==> config.mk <==
export PLATFORM = sky130hd
export DESIGN_NAME = dagmm_top
export DESIGN_NICKNAME = d
export VERILOG_FILES = /design/src/rtl/dagmm_pkg.sv /design/src/rtl/dagmm_addr_unit.sv /design/src/rtl/dagmm_bank_decode.sv /design/src/rtl/dagmm_top.sv
export SDC_FILE = /design/constraint.sdc
export NUM_CORES = 2
export LEC_CHECK = 0
export ABC_AREA = 1
export BUFFER_PORTS_ARGS = -buffer_cell sky130_fd_sc_hd__buf_2
export CORE_MARGIN = 5
export CORE_UTILIZATION = 50
export DETAILED_ROUTE_END_ITERATION = 16
export PLACE_DENSITY = 0.67
export SLEW_MARGIN = 20
export SYNTH_ARGS = -nofsm -noshare
export SYNTH_HDL_FRONTEND = slang
export SYNTH_SLANG_ARGS = --single-unit
==> constraint.sdc <==
create_clock -name I_CLK -period 9.41 [get_ports I_CLK]
set_input_delay 0.4705 -clock I_CLK [delete_from_list [all_inputs] [get_ports I_CLK]]
set_output_delay 0.4705 -clock I_CLK [all_outputs]
set_load 0.005 [all_outputs]
==> src/rtl/dagmm_pkg.sv <==
// package: constants for the address generation and memory map block
package dagmm_pkg;
  localparam int ADDR_W = 24;
  localparam int IDX_W = 16;
  localparam int PAGE_W = 8;
  localparam int NPTR = 4;
  localparam int NMOD = 4;
  localparam int EXT_ADDR_W = 20;
  localparam int NBANK = 4;
  localparam int PG_BITS = 8;
  localparam logic [7:0] PAGE_INTERNAL = 8'h00;
  localparam logic [7:0] PAGE_BOOT = 8'hff;
  localparam logic [23:0] BOOT_ROM_BASE = 24'hff0000;
  localparam logic [15:0] BOOT_ROM_WORDS = 16'h1000;
  localparam logic [15:0] RAM_BLK_WORDS = 16'h1000;
  localparam logic [15:0] RAM0_BASE = 16'h0000;
  localparam logic [15:0] RAM1_BASE = 16'h2000;
  localparam int IO_PAGE_SHIFT = 10;
  localparam logic [7:0] IO_ONCHIP_LAST = 8'h1f;
  localparam logic [7:0] BANK0_START_RST = 8'h01;
  localparam logic [7:0] BANK1_START_RST = 8'h40;
  localparam logic [7:0] BANK2_START_RST = 8'h80;
  localparam logic [7:0] BANK3_START_RST = 8'hc0;
  localparam logic [7:0] BANK_LAST_PAGE = 8'hfe;
  localparam int CORE_CLK_MAX_MHZ = 160;
  localparam int PERIPH_CLK_MAX_MHZ = 80;
  // APB register map (byte addresses)
  localparam logic [7:0] REG_BANK0 = 8'h00;
  localparam logic [7:0] REG_BANK1 = 8'h04;
  localparam logic [7:0] REG_BANK2 = 8'h08;
  localparam logic [7:0] REG_BANK3 = 8'h0c;
  localparam logic [7:0] REG_EXTCFG = 8'h10;
  localparam logic [7:0] REG_CLKCFG = 8'h14;
  localparam logic [7:0] REG_STATUS = 8'h18;
  localparam logic [7:0] REG_JPAGE = 8'h1c;
  localparam int EXTCFG_BYTE_MODE = 0;
  localparam int EXTCFG_PACK24 = 1;
  localparam int CLKCFG_HALF = 0;
  localparam logic CLK_HALF_RST = 1'b1;
  typedef enum logic [1:0] {DAGMM_MOD_NONE, DAGMM_MOD_PRE, DAGMM_MOD_POST} dagmm_mod_t;
  typedef enum logic [2:0] {DAGMM_SEQ_NEXT, DAGMM_SEQ_REL, DAGMM_SEQ_DIRECT,
                            DAGMM_SEQ_INDIRECT, DAGMM_SEQ_HOLD} dagmm_seq_t;
endpackage

==> src/rtl/dagmm_addr_unit.sv <==
// data address unit: pointer, modify, length and base sets with shadow copy
`timescale 1ns/10ps
module dagmm_addr_unit
  import dagmm_pkg::*;
(
  input wire logic i_clk,
  input wire logic i_rst,
  input wire logic i_sec_sel,
  input wire logic i_wr_en,
  input wire logic [1:0] i_wr_kind,
  input wire logic [1:0] i_wr_idx,
  input wire logic [15:0] i_wr_data,
  input wire logic i_page_wr,
  input wire logic [7:0] i_page_data,
  input wire logic i_use,
  input wire logic [1:0] i_ptr,
  input wire logic [1:0] i_mod,
  input wire dagmm_mod_t i_mode,
  output logic [23:0] o_addr,
  output logic [15:0] o_ptr_val,
  output logic [7:0] o_page
);
  // storage index: {secondary, reg}
  logic [15:0] ptr_r [8];
  logic [15:0] mod_r [8];
  logic [15:0] len_r [8];
  logic [15:0] base_r [8];
  logic [2:0] pi;
  logic [2:0] mi;
  logic [2:0] wi;
  logic [15:0] cur;
  logic [15:0] step;
  logic [15:0] next_ptr;
  logic [16:0] off;
  logic [16:0] wrapped;

  assign pi = {i_sec_sel, i_ptr};
  assign mi = {i_sec_sel, i_mod};
  assign wi = {i_sec_sel, i_wr_idx};
  assign cur = ptr_r[pi];
  assign step = mod_r[mi];
  assign o_ptr_val = cur;

  // modulo update stays in 16 bits, so the page never changes
  always_comb begin
    off = 17'({1'b0, cur} - {1'b0, base_r[pi]} + {step[15], step});
    wrapped = off;
    if (len_r[pi] != 16'h0000) begin
      if (off[16]) begin
        wrapped = 17'(off + {1'b0, len_r[pi]});
      end else if (off >= {1'b0, len_r[pi]}) begin
        wrapped = 17'(off - {1'b0, len_r[pi]});
      end
      next_ptr = 16'(wrapped[15:0] + base_r[pi]);
    end else begin
      next_ptr = 16'(cur + step);
    end
  end

  // page above index forms the full address
  always_ff @(posedge i_clk) begin
    if (i_rst) begin
      o_addr <= 24'h000000;
    end else if (i_use) begin
      o_addr <= (i_mode == DAGMM_MOD_PRE) ? {o_page, next_ptr} : {o_page, cur};
    end
  end

  always_ff @(posedge i_clk) begin
    if (i_rst) begin
      o_page <= 8'h00;
    end else if (i_page_wr) begin
      o_page <= i_page_data;
    end
  end

  always_ff @(posedge i_clk) begin
    if (i_rst) begin
      for (int k = 0; k < 8; k++) begin
        ptr_r[k] <= 16'h0000;
        mod_r[k] <= 16'h0000;
        len_r[k] <= 16'h0000;
        base_r[k] <= 16'h0000;
      end
    end else begin
      if (i_use && i_mode != DAGMM_MOD_NONE) begin
        ptr_r[pi] <= next_ptr;
      end
      if (i_wr_en) begin
        case (i_wr_kind)
          2'd0: ptr_r[wi] <= i_wr_data;
          2'd1: mod_r[wi] <= i_wr_data;
          2'd2: len_r[wi] <= i_wr_data;
          default: base_r[wi] <= i_wr_data;
        endcase
      end
    end
  end
endmodule

==> src/rtl/dagmm_bank_decode.sv <==
// bank decode: picks the external bank select for a page
`timescale 1ns/10ps
module dagmm_bank_decode
  import dagmm_pkg::*;
(
  input wire logic [7:0] i_page,
  input wire logic [7:0] i_start0,
  input wire logic [7:0] i_start1,
  input wire logic [7:0] i_start2,
  input wire logic [7:0] i_start3,
  output logic [3:0] o_bank_sel
);
  // highest bank whose start is at or below the page wins
  always_comb begin
    o_bank_sel = 4'h0;
    if (i_page != PAGE_INTERNAL && i_page <= BANK_LAST_PAGE) begin
      if (i_page >= i_start3) begin
        o_bank_sel = 4'h8;
      end else if (i_page >= i_start2) begin
        o_bank_sel = 4'h4;
      end else if (i_page >= i_start1) begin
        o_bank_sel = 4'h2;
      end else if (i_page >= i_start0) begin
        o_bank_sel = 4'h1;
      end
    end
  end
endmodule

==> src/rtl/dagmm_top.sv <==
// address generation and memory map decode with APB configuration
//
// Implementation choices: the placing of the registers and the APB slave port.
`timescale 1ns/10ps
module dagmm_top
  import dagmm_pkg::*;
(
  input wire logic I_CLK,
  input wire logic I_RST,
  input wire logic I_PSEL,
  input wire logic I_PENABLE,
  input wire logic I_PWRITE,
  input wire logic [7:0] I_PADDR,
  input wire logic [31:0] I_PWDATA,
  output logic [31:0] O_PRDATA,
  output logic O_PREADY,
  output logic O_PSLVERR,
  input wire logic I_SEC_SEL,
  input wire logic I_UNIT_WR,
  input wire logic I_UNIT_WR_SEL,
  input wire logic [1:0] I_UNIT_WR_KIND,
  input wire logic [1:0] I_UNIT_WR_IDX,
  input wire logic [15:0] I_UNIT_WR_DATA,
  input wire logic I_PAGE0_WR,
  input wire logic I_PAGE1_WR,
  input wire logic [7:0] I_PAGE_DATA,
  input wire logic I_USE0,
  input wire logic [1:0] I_PTR0,
  input wire logic [1:0] I_MOD0,
  input wire dagmm_pkg::dagmm_mod_t I_MODE0,
  input wire logic I_USE1,
  input wire logic [1:0] I_PTR1,
  input wire logic [1:0] I_MOD1,
  input wire dagmm_pkg::dagmm_mod_t I_MODE1,
  input wire logic I_IO_ACC,
  input wire dagmm_pkg::dagmm_seq_t I_SEQ_OP,
  input wire logic [23:0] I_SEQ_IMM,
  input wire logic I_SEQ_IND_UNIT,
  input wire logic I_EXT_GRANT_PM,
  output logic [23:0] O_PROG_MEM_ADDR_BUS,
  output logic [23:0] O_DATA_MEM_ADDR_BUS,
  output logic [23:0] O_PC,
  output logic O_RAM0_SEL,
  output logic O_RAM1_SEL,
  output logic [11:0] O_RAM_IDX,
  output logic O_BOOT_SEL,
  output logic O_IOREG_SEL,
  output logic [3:0] O_BANK_SELECT_LINES,
  output logic O_IO_SPACE_SELECT,
  output logic [19:0] O_EXT_ADDR,
  output logic O_EXT_FROM_PM,
  output logic O_PERIPH_CLK_EN
);
  logic [7:0] bank_start [NBANK];
  logic [7:0] jump_page_reg;
  logic byte_mode;
  logic pack24;
  logic clk_half;
  logic clk_phase;
  logic [23:0] da0;
  logic [23:0] da1;
  logic [15:0] pv0;
  logic [15:0] pv1;
  logic [7:0] data_page_reg;
  logic [7:0] second_data_page_reg;
  logic [23:0] next_pc;
  logic [23:0] data_addr;
  logic [23:0] ext_src;
  logic [3:0] pm_bank;
  logic [3:0] dm_bank;
  logic pm_ext;
  logic dm_ext;
  logic wr_acc;
  logic rd_acc;
  logic [31:0] next_rdata;
  logic err;

  // APB: zero wait states, error for unmapped offsets
  assign wr_acc = I_PSEL && I_PENABLE && I_PWRITE;
  assign rd_acc = I_PSEL && I_PENABLE && !I_PWRITE;
  assign O_PREADY = 1'b1;
  assign err = !(I_PADDR <= REG_JPAGE && I_PADDR[1:0] == 2'b00);
  assign O_PSLVERR = I_PSEL && I_PENABLE && err;

  always_ff @(posedge I_CLK) begin
    if (I_RST) begin
      bank_start[0] <= BANK0_START_RST;
      bank_start[1] <= BANK1_START_RST;
      bank_start[2] <= BANK2_START_RST;
      bank_start[3] <= BANK3_START_RST;
    end else if (wr_acc && !err && I_PADDR <= REG_BANK3) begin
      bank_start[I_PADDR[3:2]] <= I_PWDATA[7:0];
    end
  end

  always_ff @(posedge I_CLK) begin
    if (I_RST) begin
      byte_mode <= 1'b0;
      pack24 <= 1'b0;
    end else if (wr_acc && I_PADDR == REG_EXTCFG) begin
      byte_mode <= I_PWDATA[EXTCFG_BYTE_MODE];
      pack24 <= I_PWDATA[EXTCFG_PACK24];
    end
  end

  always_ff @(posedge I_CLK) begin
    if (I_RST) begin
      clk_half <= CLK_HALF_RST;
    end else if (wr_acc && I_PADDR == REG_CLKCFG) begin
      clk_half <= I_PWDATA[CLKCFG_HALF];
    end
  end

  always_ff @(posedge I_CLK) begin
    if (I_RST) begin
      jump_page_reg <= 8'h00;
    end else if (wr_acc && I_PADDR == REG_JPAGE) begin
      jump_page_reg <= I_PWDATA[7:0];
    end
  end

  always_comb begin
    next_rdata = 32'h00000000;
    case (I_PADDR)
      REG_BANK0: next_rdata = {24'h000000, bank_start[0]};
      REG_BANK1: next_rdata = {24'h000000, bank_start[1]};
      REG_BANK2: next_rdata = {24'h000000, bank_start[2]};
      REG_BANK3: next_rdata = {24'h000000, bank_start[3]};
      REG_EXTCFG: next_rdata = {30'h0, pack24, byte_mode};
      REG_CLKCFG: next_rdata = {31'h0, clk_half};
      REG_STATUS: next_rdata = {O_PC[7:0], second_data_page_reg, data_page_reg,
                                4'h0, O_BANK_SELECT_LINES};
      REG_JPAGE: next_rdata = {24'h000000, jump_page_reg};
      default: next_rdata = 32'h00000000;
    endcase
  end

  // read data is registered in the setup phase so it is stable in the access phase
  always_ff @(posedge I_CLK) begin
    if (I_RST) begin
      O_PRDATA <= 32'h00000000;
    end else if (I_PSEL && !I_PENABLE && !I_PWRITE) begin
      O_PRDATA <= next_rdata;
    end else if (rd_acc) begin
      O_PRDATA <= O_PRDATA;
    end
  end

  // peripheral clock enable: every cycle, or every second one
  always_ff @(posedge I_CLK) begin
    if (I_RST) begin
      clk_phase <= 1'b0;
    end else begin
      clk_phase <= clk_half ? !clk_phase : 1'b1;
    end
  end
  assign O_PERIPH_CLK_EN = clk_half ? clk_phase : 1'b1;

  // both units share the context select
  dagmm_addr_unit u_unit0 (
    .i_clk(I_CLK),
    .i_rst(I_RST),
    .i_sec_sel(I_SEC_SEL),
    .i_wr_en(I_UNIT_WR && !I_UNIT_WR_SEL),
    .i_wr_kind(I_UNIT_WR_KIND),
    .i_wr_idx(I_UNIT_WR_IDX),
    .i_wr_data(I_UNIT_WR_DATA),
    .i_page_wr(I_PAGE0_WR),
    .i_page_data(I_PAGE_DATA),
    .i_use(I_USE0),
    .i_ptr(I_PTR0),
    .i_mod(I_MOD0),
    .i_mode(I_MODE0),
    .o_addr(da0),
    .o_ptr_val(pv0),
    .o_page(data_page_reg)
  );

  dagmm_addr_unit u_unit1 (
    .i_clk(I_CLK),
    .i_rst(I_RST),
    .i_sec_sel(I_SEC_SEL),
    .i_wr_en(I_UNIT_WR && I_UNIT_WR_SEL),
    .i_wr_kind(I_UNIT_WR_KIND),
    .i_wr_idx(I_UNIT_WR_IDX),
    .i_wr_data(I_UNIT_WR_DATA),
    .i_page_wr(I_PAGE1_WR),
    .i_page_data(I_PAGE_DATA),
    .i_use(I_USE1),
    .i_ptr(I_PTR1),
    .i_mod(I_MOD1),
    .i_mode(I_MODE1),
    .o_addr(da1),
    .o_ptr_val(pv1),
    .o_page(second_data_page_reg)
  );

  // program sequencer target selection
  always_comb begin
    case (I_SEQ_OP)
      DAGMM_SEQ_NEXT: next_pc = 24'(O_PC + 24'h000001);
      DAGMM_SEQ_REL: next_pc = 24'(O_PC + I_SEQ_IMM);
      DAGMM_SEQ_DIRECT: next_pc = I_SEQ_IMM;
      DAGMM_SEQ_INDIRECT: next_pc = {jump_page_reg, I_SEQ_IND_UNIT ? pv1 : pv0};
      DAGMM_SEQ_HOLD: next_pc = O_PC;
      default: next_pc = O_PC;
    endcase
  end

  always_ff @(posedge I_CLK) begin
    if (I_RST) begin
      O_PC <= BOOT_ROM_BASE;
    end else begin
      O_PC <= next_pc;
    end
  end

  // the program bus carries the counter; unit 1 drives the data bus when in use, else unit 0
  assign O_PROG_MEM_ADDR_BUS = O_PC;
  assign data_addr = I_USE1 ? {second_data_page_reg, da1[15:0]} : da0;
  assign O_DATA_MEM_ADDR_BUS = data_addr;

  // page zero holds both RAM blocks; the rest of it is unmapped
  always_comb begin
    O_RAM0_SEL = data_addr[23:16] == PAGE_INTERNAL && data_addr[15:12] == RAM0_BASE[15:12];
    O_RAM1_SEL = data_addr[23:16] == PAGE_INTERNAL && data_addr[15:12] == RAM1_BASE[15:12];
    O_RAM_IDX = data_addr[11:0];
    O_BOOT_SEL = O_PC[23:16] == PAGE_BOOT && O_PC[15:0] < BOOT_ROM_WORDS;
  end

  // I/O page is address bits above the 1K offset
  assign O_IOREG_SEL = I_IO_ACC && data_addr[17:IO_PAGE_SHIFT] <= IO_ONCHIP_LAST;
  assign O_IO_SPACE_SELECT = I_IO_ACC && data_addr[17:IO_PAGE_SHIFT] > IO_ONCHIP_LAST;

  dagmm_bank_decode u_pm_dec (
    .i_page(O_PC[23:16]),
    .i_start0(bank_start[0]),
    .i_start1(bank_start[1]),
    .i_start2(bank_start[2]),
    .i_start3(bank_start[3]),
    .o_bank_sel(pm_bank)
  );

  // external data accesses take their page from the second unit
  dagmm_bank_decode u_dm_dec (
    .i_page(second_data_page_reg),
    .i_start0(bank_start[0]),
    .i_start1(bank_start[1]),
    .i_start2(bank_start[2]),
    .i_start3(bank_start[3]),
    .o_bank_sel(dm_bank)
  );

  assign pm_ext = pm_bank != 4'h0;
  // a data access in page zero stays internal whatever the second page holds
  assign dm_ext = dm_bank != 4'h0 && !I_IO_ACC && data_addr[23:16] != PAGE_INTERNAL;
  // data access wins the shared bus unless program fetch is granted
  always_comb begin
    O_EXT_FROM_PM = pm_ext && (!dm_ext || I_EXT_GRANT_PM);
    ext_src = O_EXT_FROM_PM ? O_PC : {second_data_page_reg, data_addr[15:0]};
    O_BANK_SELECT_LINES = O_EXT_FROM_PM ? pm_bank : (dm_ext ? dm_bank : 4'h0);
  end

  // byte mode doubles the word address; 24-bit packing on bytes triples it
  always_comb begin
    if (byte_mode && pack24) begin
      O_EXT_ADDR = 20'({ext_src[18:0], 1'b0} + {1'b0, ext_src[18:0]});
    end else if (byte_mode) begin
      O_EXT_ADDR = {ext_src[18:0], 1'b0};
    end else begin
      O_EXT_ADDR = ext_src[19:0];
    end
  end
endmodule

==> impl_metrics.csv <==
group,metric,value,unit
power_and_ir_drop,power_frac_comb,53.0,%
routing,via_per_inst,6.12,
yosys,synth_nets,7522,
yosys,synth_area_leader_cell,"edfxtp_1",
power_and_ir_drop,swShare,46.1,%
power_and_ir_drop,clkPwrFrac,21.5,%
worst_hold_path,hold_path_class,"primary input to flip-flop",
critical_path,worst_path_max_delay_cell,"fa_1",
power_and_ir_drop,powerDensity,339,mW/mm^2
grt,track_usage,32.0,%
yosys,synth.top_cell.area_share,48.7,%
clocking,cts_made_buffers,132,
routing,routed_wl,228000,um
critical_path,crit_path_frequent_cell,"nand2_1",
yosys,syn_inst,7093,
placed_design,placed_cells,8844,
die,start_util,50.3,%
power_and_ir_drop,total_leakage_power,30.0,nW
grt,first_global_vias,51541,
die,rows,132,
timing,worstMarginPinSlew,1.15,ns
placed_design,place_ws,0.519,ns
die,die_y,371,um
placed_design,place_hpwl,155000,um
die,die_area,0.137,mm^2
timing,fmax,119,MHz
timing,grt_setup_unrepaired,"false",
finish,final_nets,7675,
critical_path,crit_path_end_kind,"flip-flop",
yosys,yosysWarnings,0,
finish,syn_to_final_growth,11.8,%
timing,finalCriticalPeriod,8.37,ns
critical_path,ff2ff_path_depth,45,
timing,fin_crit_sh,89.0,%
timing,setup_tns,0,ns
die,fp.coreArea,0.129,mm^2
power_and_ir_drop,p_int,13.3,mW
finish,nFillCells,11526,
clocking,htree_levels,4,
timing,fin_skew,0.0449,ns
critical_path,max_stage_delay,0.50,ns
timing,finalHoldViolCount,0,
routing,wl_per_cell,25.1,um
clocking,cts_setup_buffers,0,
worst_hold_path,hold_end,"jump_page_reg[2]",
run_status,status,"completed",
grt,grt-ovfl-total,0,
timing,finalSetupViolCount,0,
critical_path,worstPathMaxFanout,20,
yosys,synth_flop_cell,"edfxtp_1",
power_and_ir_drop,peakVddDrop,0.484,mV
worst_hold_path,min_from,"I_PWDATA[2]",
routing,firstDrtPassIters,9,
yosys,ys_async_sr_fraction,0,%
critical_path,worstPathArrival,8.99,ns
yosys,yosysUniqueCellTypes,63,
clocking,cts_tree,"done",
timing,maxSlewHeadroom,23.2,%
yosys,synth_area,0.0651,mm^2
placed_design,portBuffers,245,
routing,vias,55656,
run,cap_violations,0,
critical_path,crit_path_start_kind,"primary input",
yosys,synth.avg_cell_area,9.17,um^2
clocking,clk_pin_slew,0.06,ns
clocking,cts_sinks,1180,
routing,ant_nets,0,
power_and_ir_drop,seqPwrFrac,25.5,%
clocking,root_buffer,"clkbuf_16",
critical_path,critPathKind,"primary input to flip-flop",
yosys,synth_edf_count,1056,
clocking,cts_buffer_depth,3,
die,die_width,371,um
yosys,synth_seq_cells,1180,
worst_hold_path,hold_depth,3,
placed_design,gp_congestion,1.00,
critical_path,reg2reg_to,"u_unit1.o_addr[15]",
grt,grt_antenna_before_repair,14,
grt,grt_pass1_wl,330000,um
routing,first_iter_violations,7496,
yosys,ys_top_cells_by_area,"edfxtp_1, nor2_1, nand2_1",
power_and_ir_drop,power_switching,11.3,mW
timing,setup_ws,1.04,ns
critical_path,cp.required,10.03,ns
routing,remaining_drc_errors,0,
finish,drive_gt1_share,10.4,%
clocking,clk_latency,0.78,ns
critical_path,rrSetupSlack,1.36,ns
die,io_pins,271,
critical_path,r2r-start,"u_unit1.base_r[5][0]",
finish,stdcell_count,9097,
timing,drv_slew,0,
grt,grt_max_degree,88,
yosys,synth-seq-area-share,52.5,%
## worst max-delay path by stage
| stage | start | endpoint | slack, ns | cells after the start |
|---|---|---|---|---|
| global route | I_SEC_SEL | u_unit1.ptr_r[3][12] | 0.37 | 46 |
| global placement | I_SEC_SEL | u_unit1.o_addr[15] | 0.52 | 47 |
| finish | I_SEC_SEL | u_unit1.o_addr[15] | 1.04 | 47 |
| CTS | I_SEC_SEL | u_unit1.o_addr[15] | 1.27 | 47 |
| floorplan | I_PTR1[0] | u_unit1.ptr_r[0][13] | 1.30 | 50 |
| detailed placement | I_PTR1[0] | u_unit1.o_addr[15] | 0.52 | 50 |
## Yosys cell counts, types with 19 or more instances
master    number
nor2_1      1228
nand2_1     1079
edfxtp_1    1056
inv_1        649
o21ai_0      452
a21oi_1      389
clkbuf_1     317
o22ai_1      314
ha_1         265
nand3_1      179
dfxtp_1      124
a22o_1       118
nand4_1      107
xor2_1        96
a221oi_1      91
a22oi_1       61
inv_2         55
buf_2         47
buf_4         44
fa_1          42
a31oi_1       39
nor3_1        35
xnor2_1       34
clkinv_1      24
o21bai_1      23
buf_1         20
or2_2         20
o211ai_1      19
## kinds of logic (layout without fill, tap and decap cells)
family / Yosys count / in the layout / synth area share (%)
and+or+nand+nor: 2703 / 2703 / 16.8
AOI/OAI and AO/OA: 1610 / 1610 / 15.4
DFF: 1180 / 1180 / 52.5
buffers and inverters: 1162 / 1418 / 7.12
adders and majority gates: 307 / 307 / 6.39
xor gates and xnor gates: 130 / 130 / 1.75
other: 1 / 7 / 0.00576
## placed cells by master (no fill, tap or decap), types with 41 or more instances in the layout
master	netlist	routed
a21oi_1	389	389
a221oi_1	91	91
a22o_1	118	118
a22oi_1	61	61
buf_2	47	245
buf_4	44	190
clkbuf_1	317	41
clkbuf_16	0	134
dfxtp_1	124	124
edfxtp_1	1056	1056
fa_1	42	42
ha_1	265	265
inv_1	649	649
inv_2	55	51
nand2_1	1079	1079
nand3_1	179	178
nand4_1	107	107
nor2_1	1228	1227
o21ai_0	452	451
o22ai_1	314	314
xor2_1	96	96
## repair_timing
item	CTS	global route
resized for setup	0	0
endpoints found under the hold margin	13	0
hold buffers	10	0
## worst max-delay path: cells and delay by family
kind                     cells  cell delay, ns
adder cells (fa/ha/maj)      4            1.53
XOR/XNOR                     1            0.31
AND/OR/NAND/NOR             19            2.49
AO/OA/AOI/OAI               14            2.59
buffers and inverters        9            1.54
## cell type report
cell class	instances	area, um^2	share of cell area, %
clock buffers	181	3590	4.94
inverters	729	2750	3.78
repair buffers	452	2890	3.98
clock inverters	56	782	1.08
diodes	6	15.0	0.0206
flip-flops and latches	1180	34200	47.0
well taps	1742	2180	3.00
multi-input cells	4751	26300	36.2
## stage by stage
stage / power, mW / utilization [%] / hold WS (ns) / cell area (um^2)
after CTS: 24.2 / 56.1 / 0.00347 / 72700
after global routing: 25.8 / 56.2 / 0.0427 / 72700
after global placement: 18.9 / 52.7 / 0.421 / 68200
after detailed placement: 19.0 / 52.7 / 0.441 / 68200
final: 24.6 / 56.2 / 0.0441 / 72700
after floorplan: 14.8 / - / 0.412 / 65100
## power by group through the flow
stage / clock [mW] / sequential (mW) / combinational, mW
after CTS: 5.30 / 6.26 / 12.7
after detailed placement: 0 / 6.37 / 12.6
after floorplan: 0 / 6.29 / 8.49
after global routing: 5.51 / 6.29 / 14.0
final: 5.29 / 6.27 / 13.1
after global placement: 0 / 6.36 / 12.5
## routing by layer
metal  track usage [%]  up-vias  wire [um]
met5                 0        -         22
met4              12.7        4      10100
met3              8.25      541      27900
met2              49.4     3414     102000
met1              43.5    26728      88000
li1                  -    24969          -
Power figures use the tool's default switching activity.
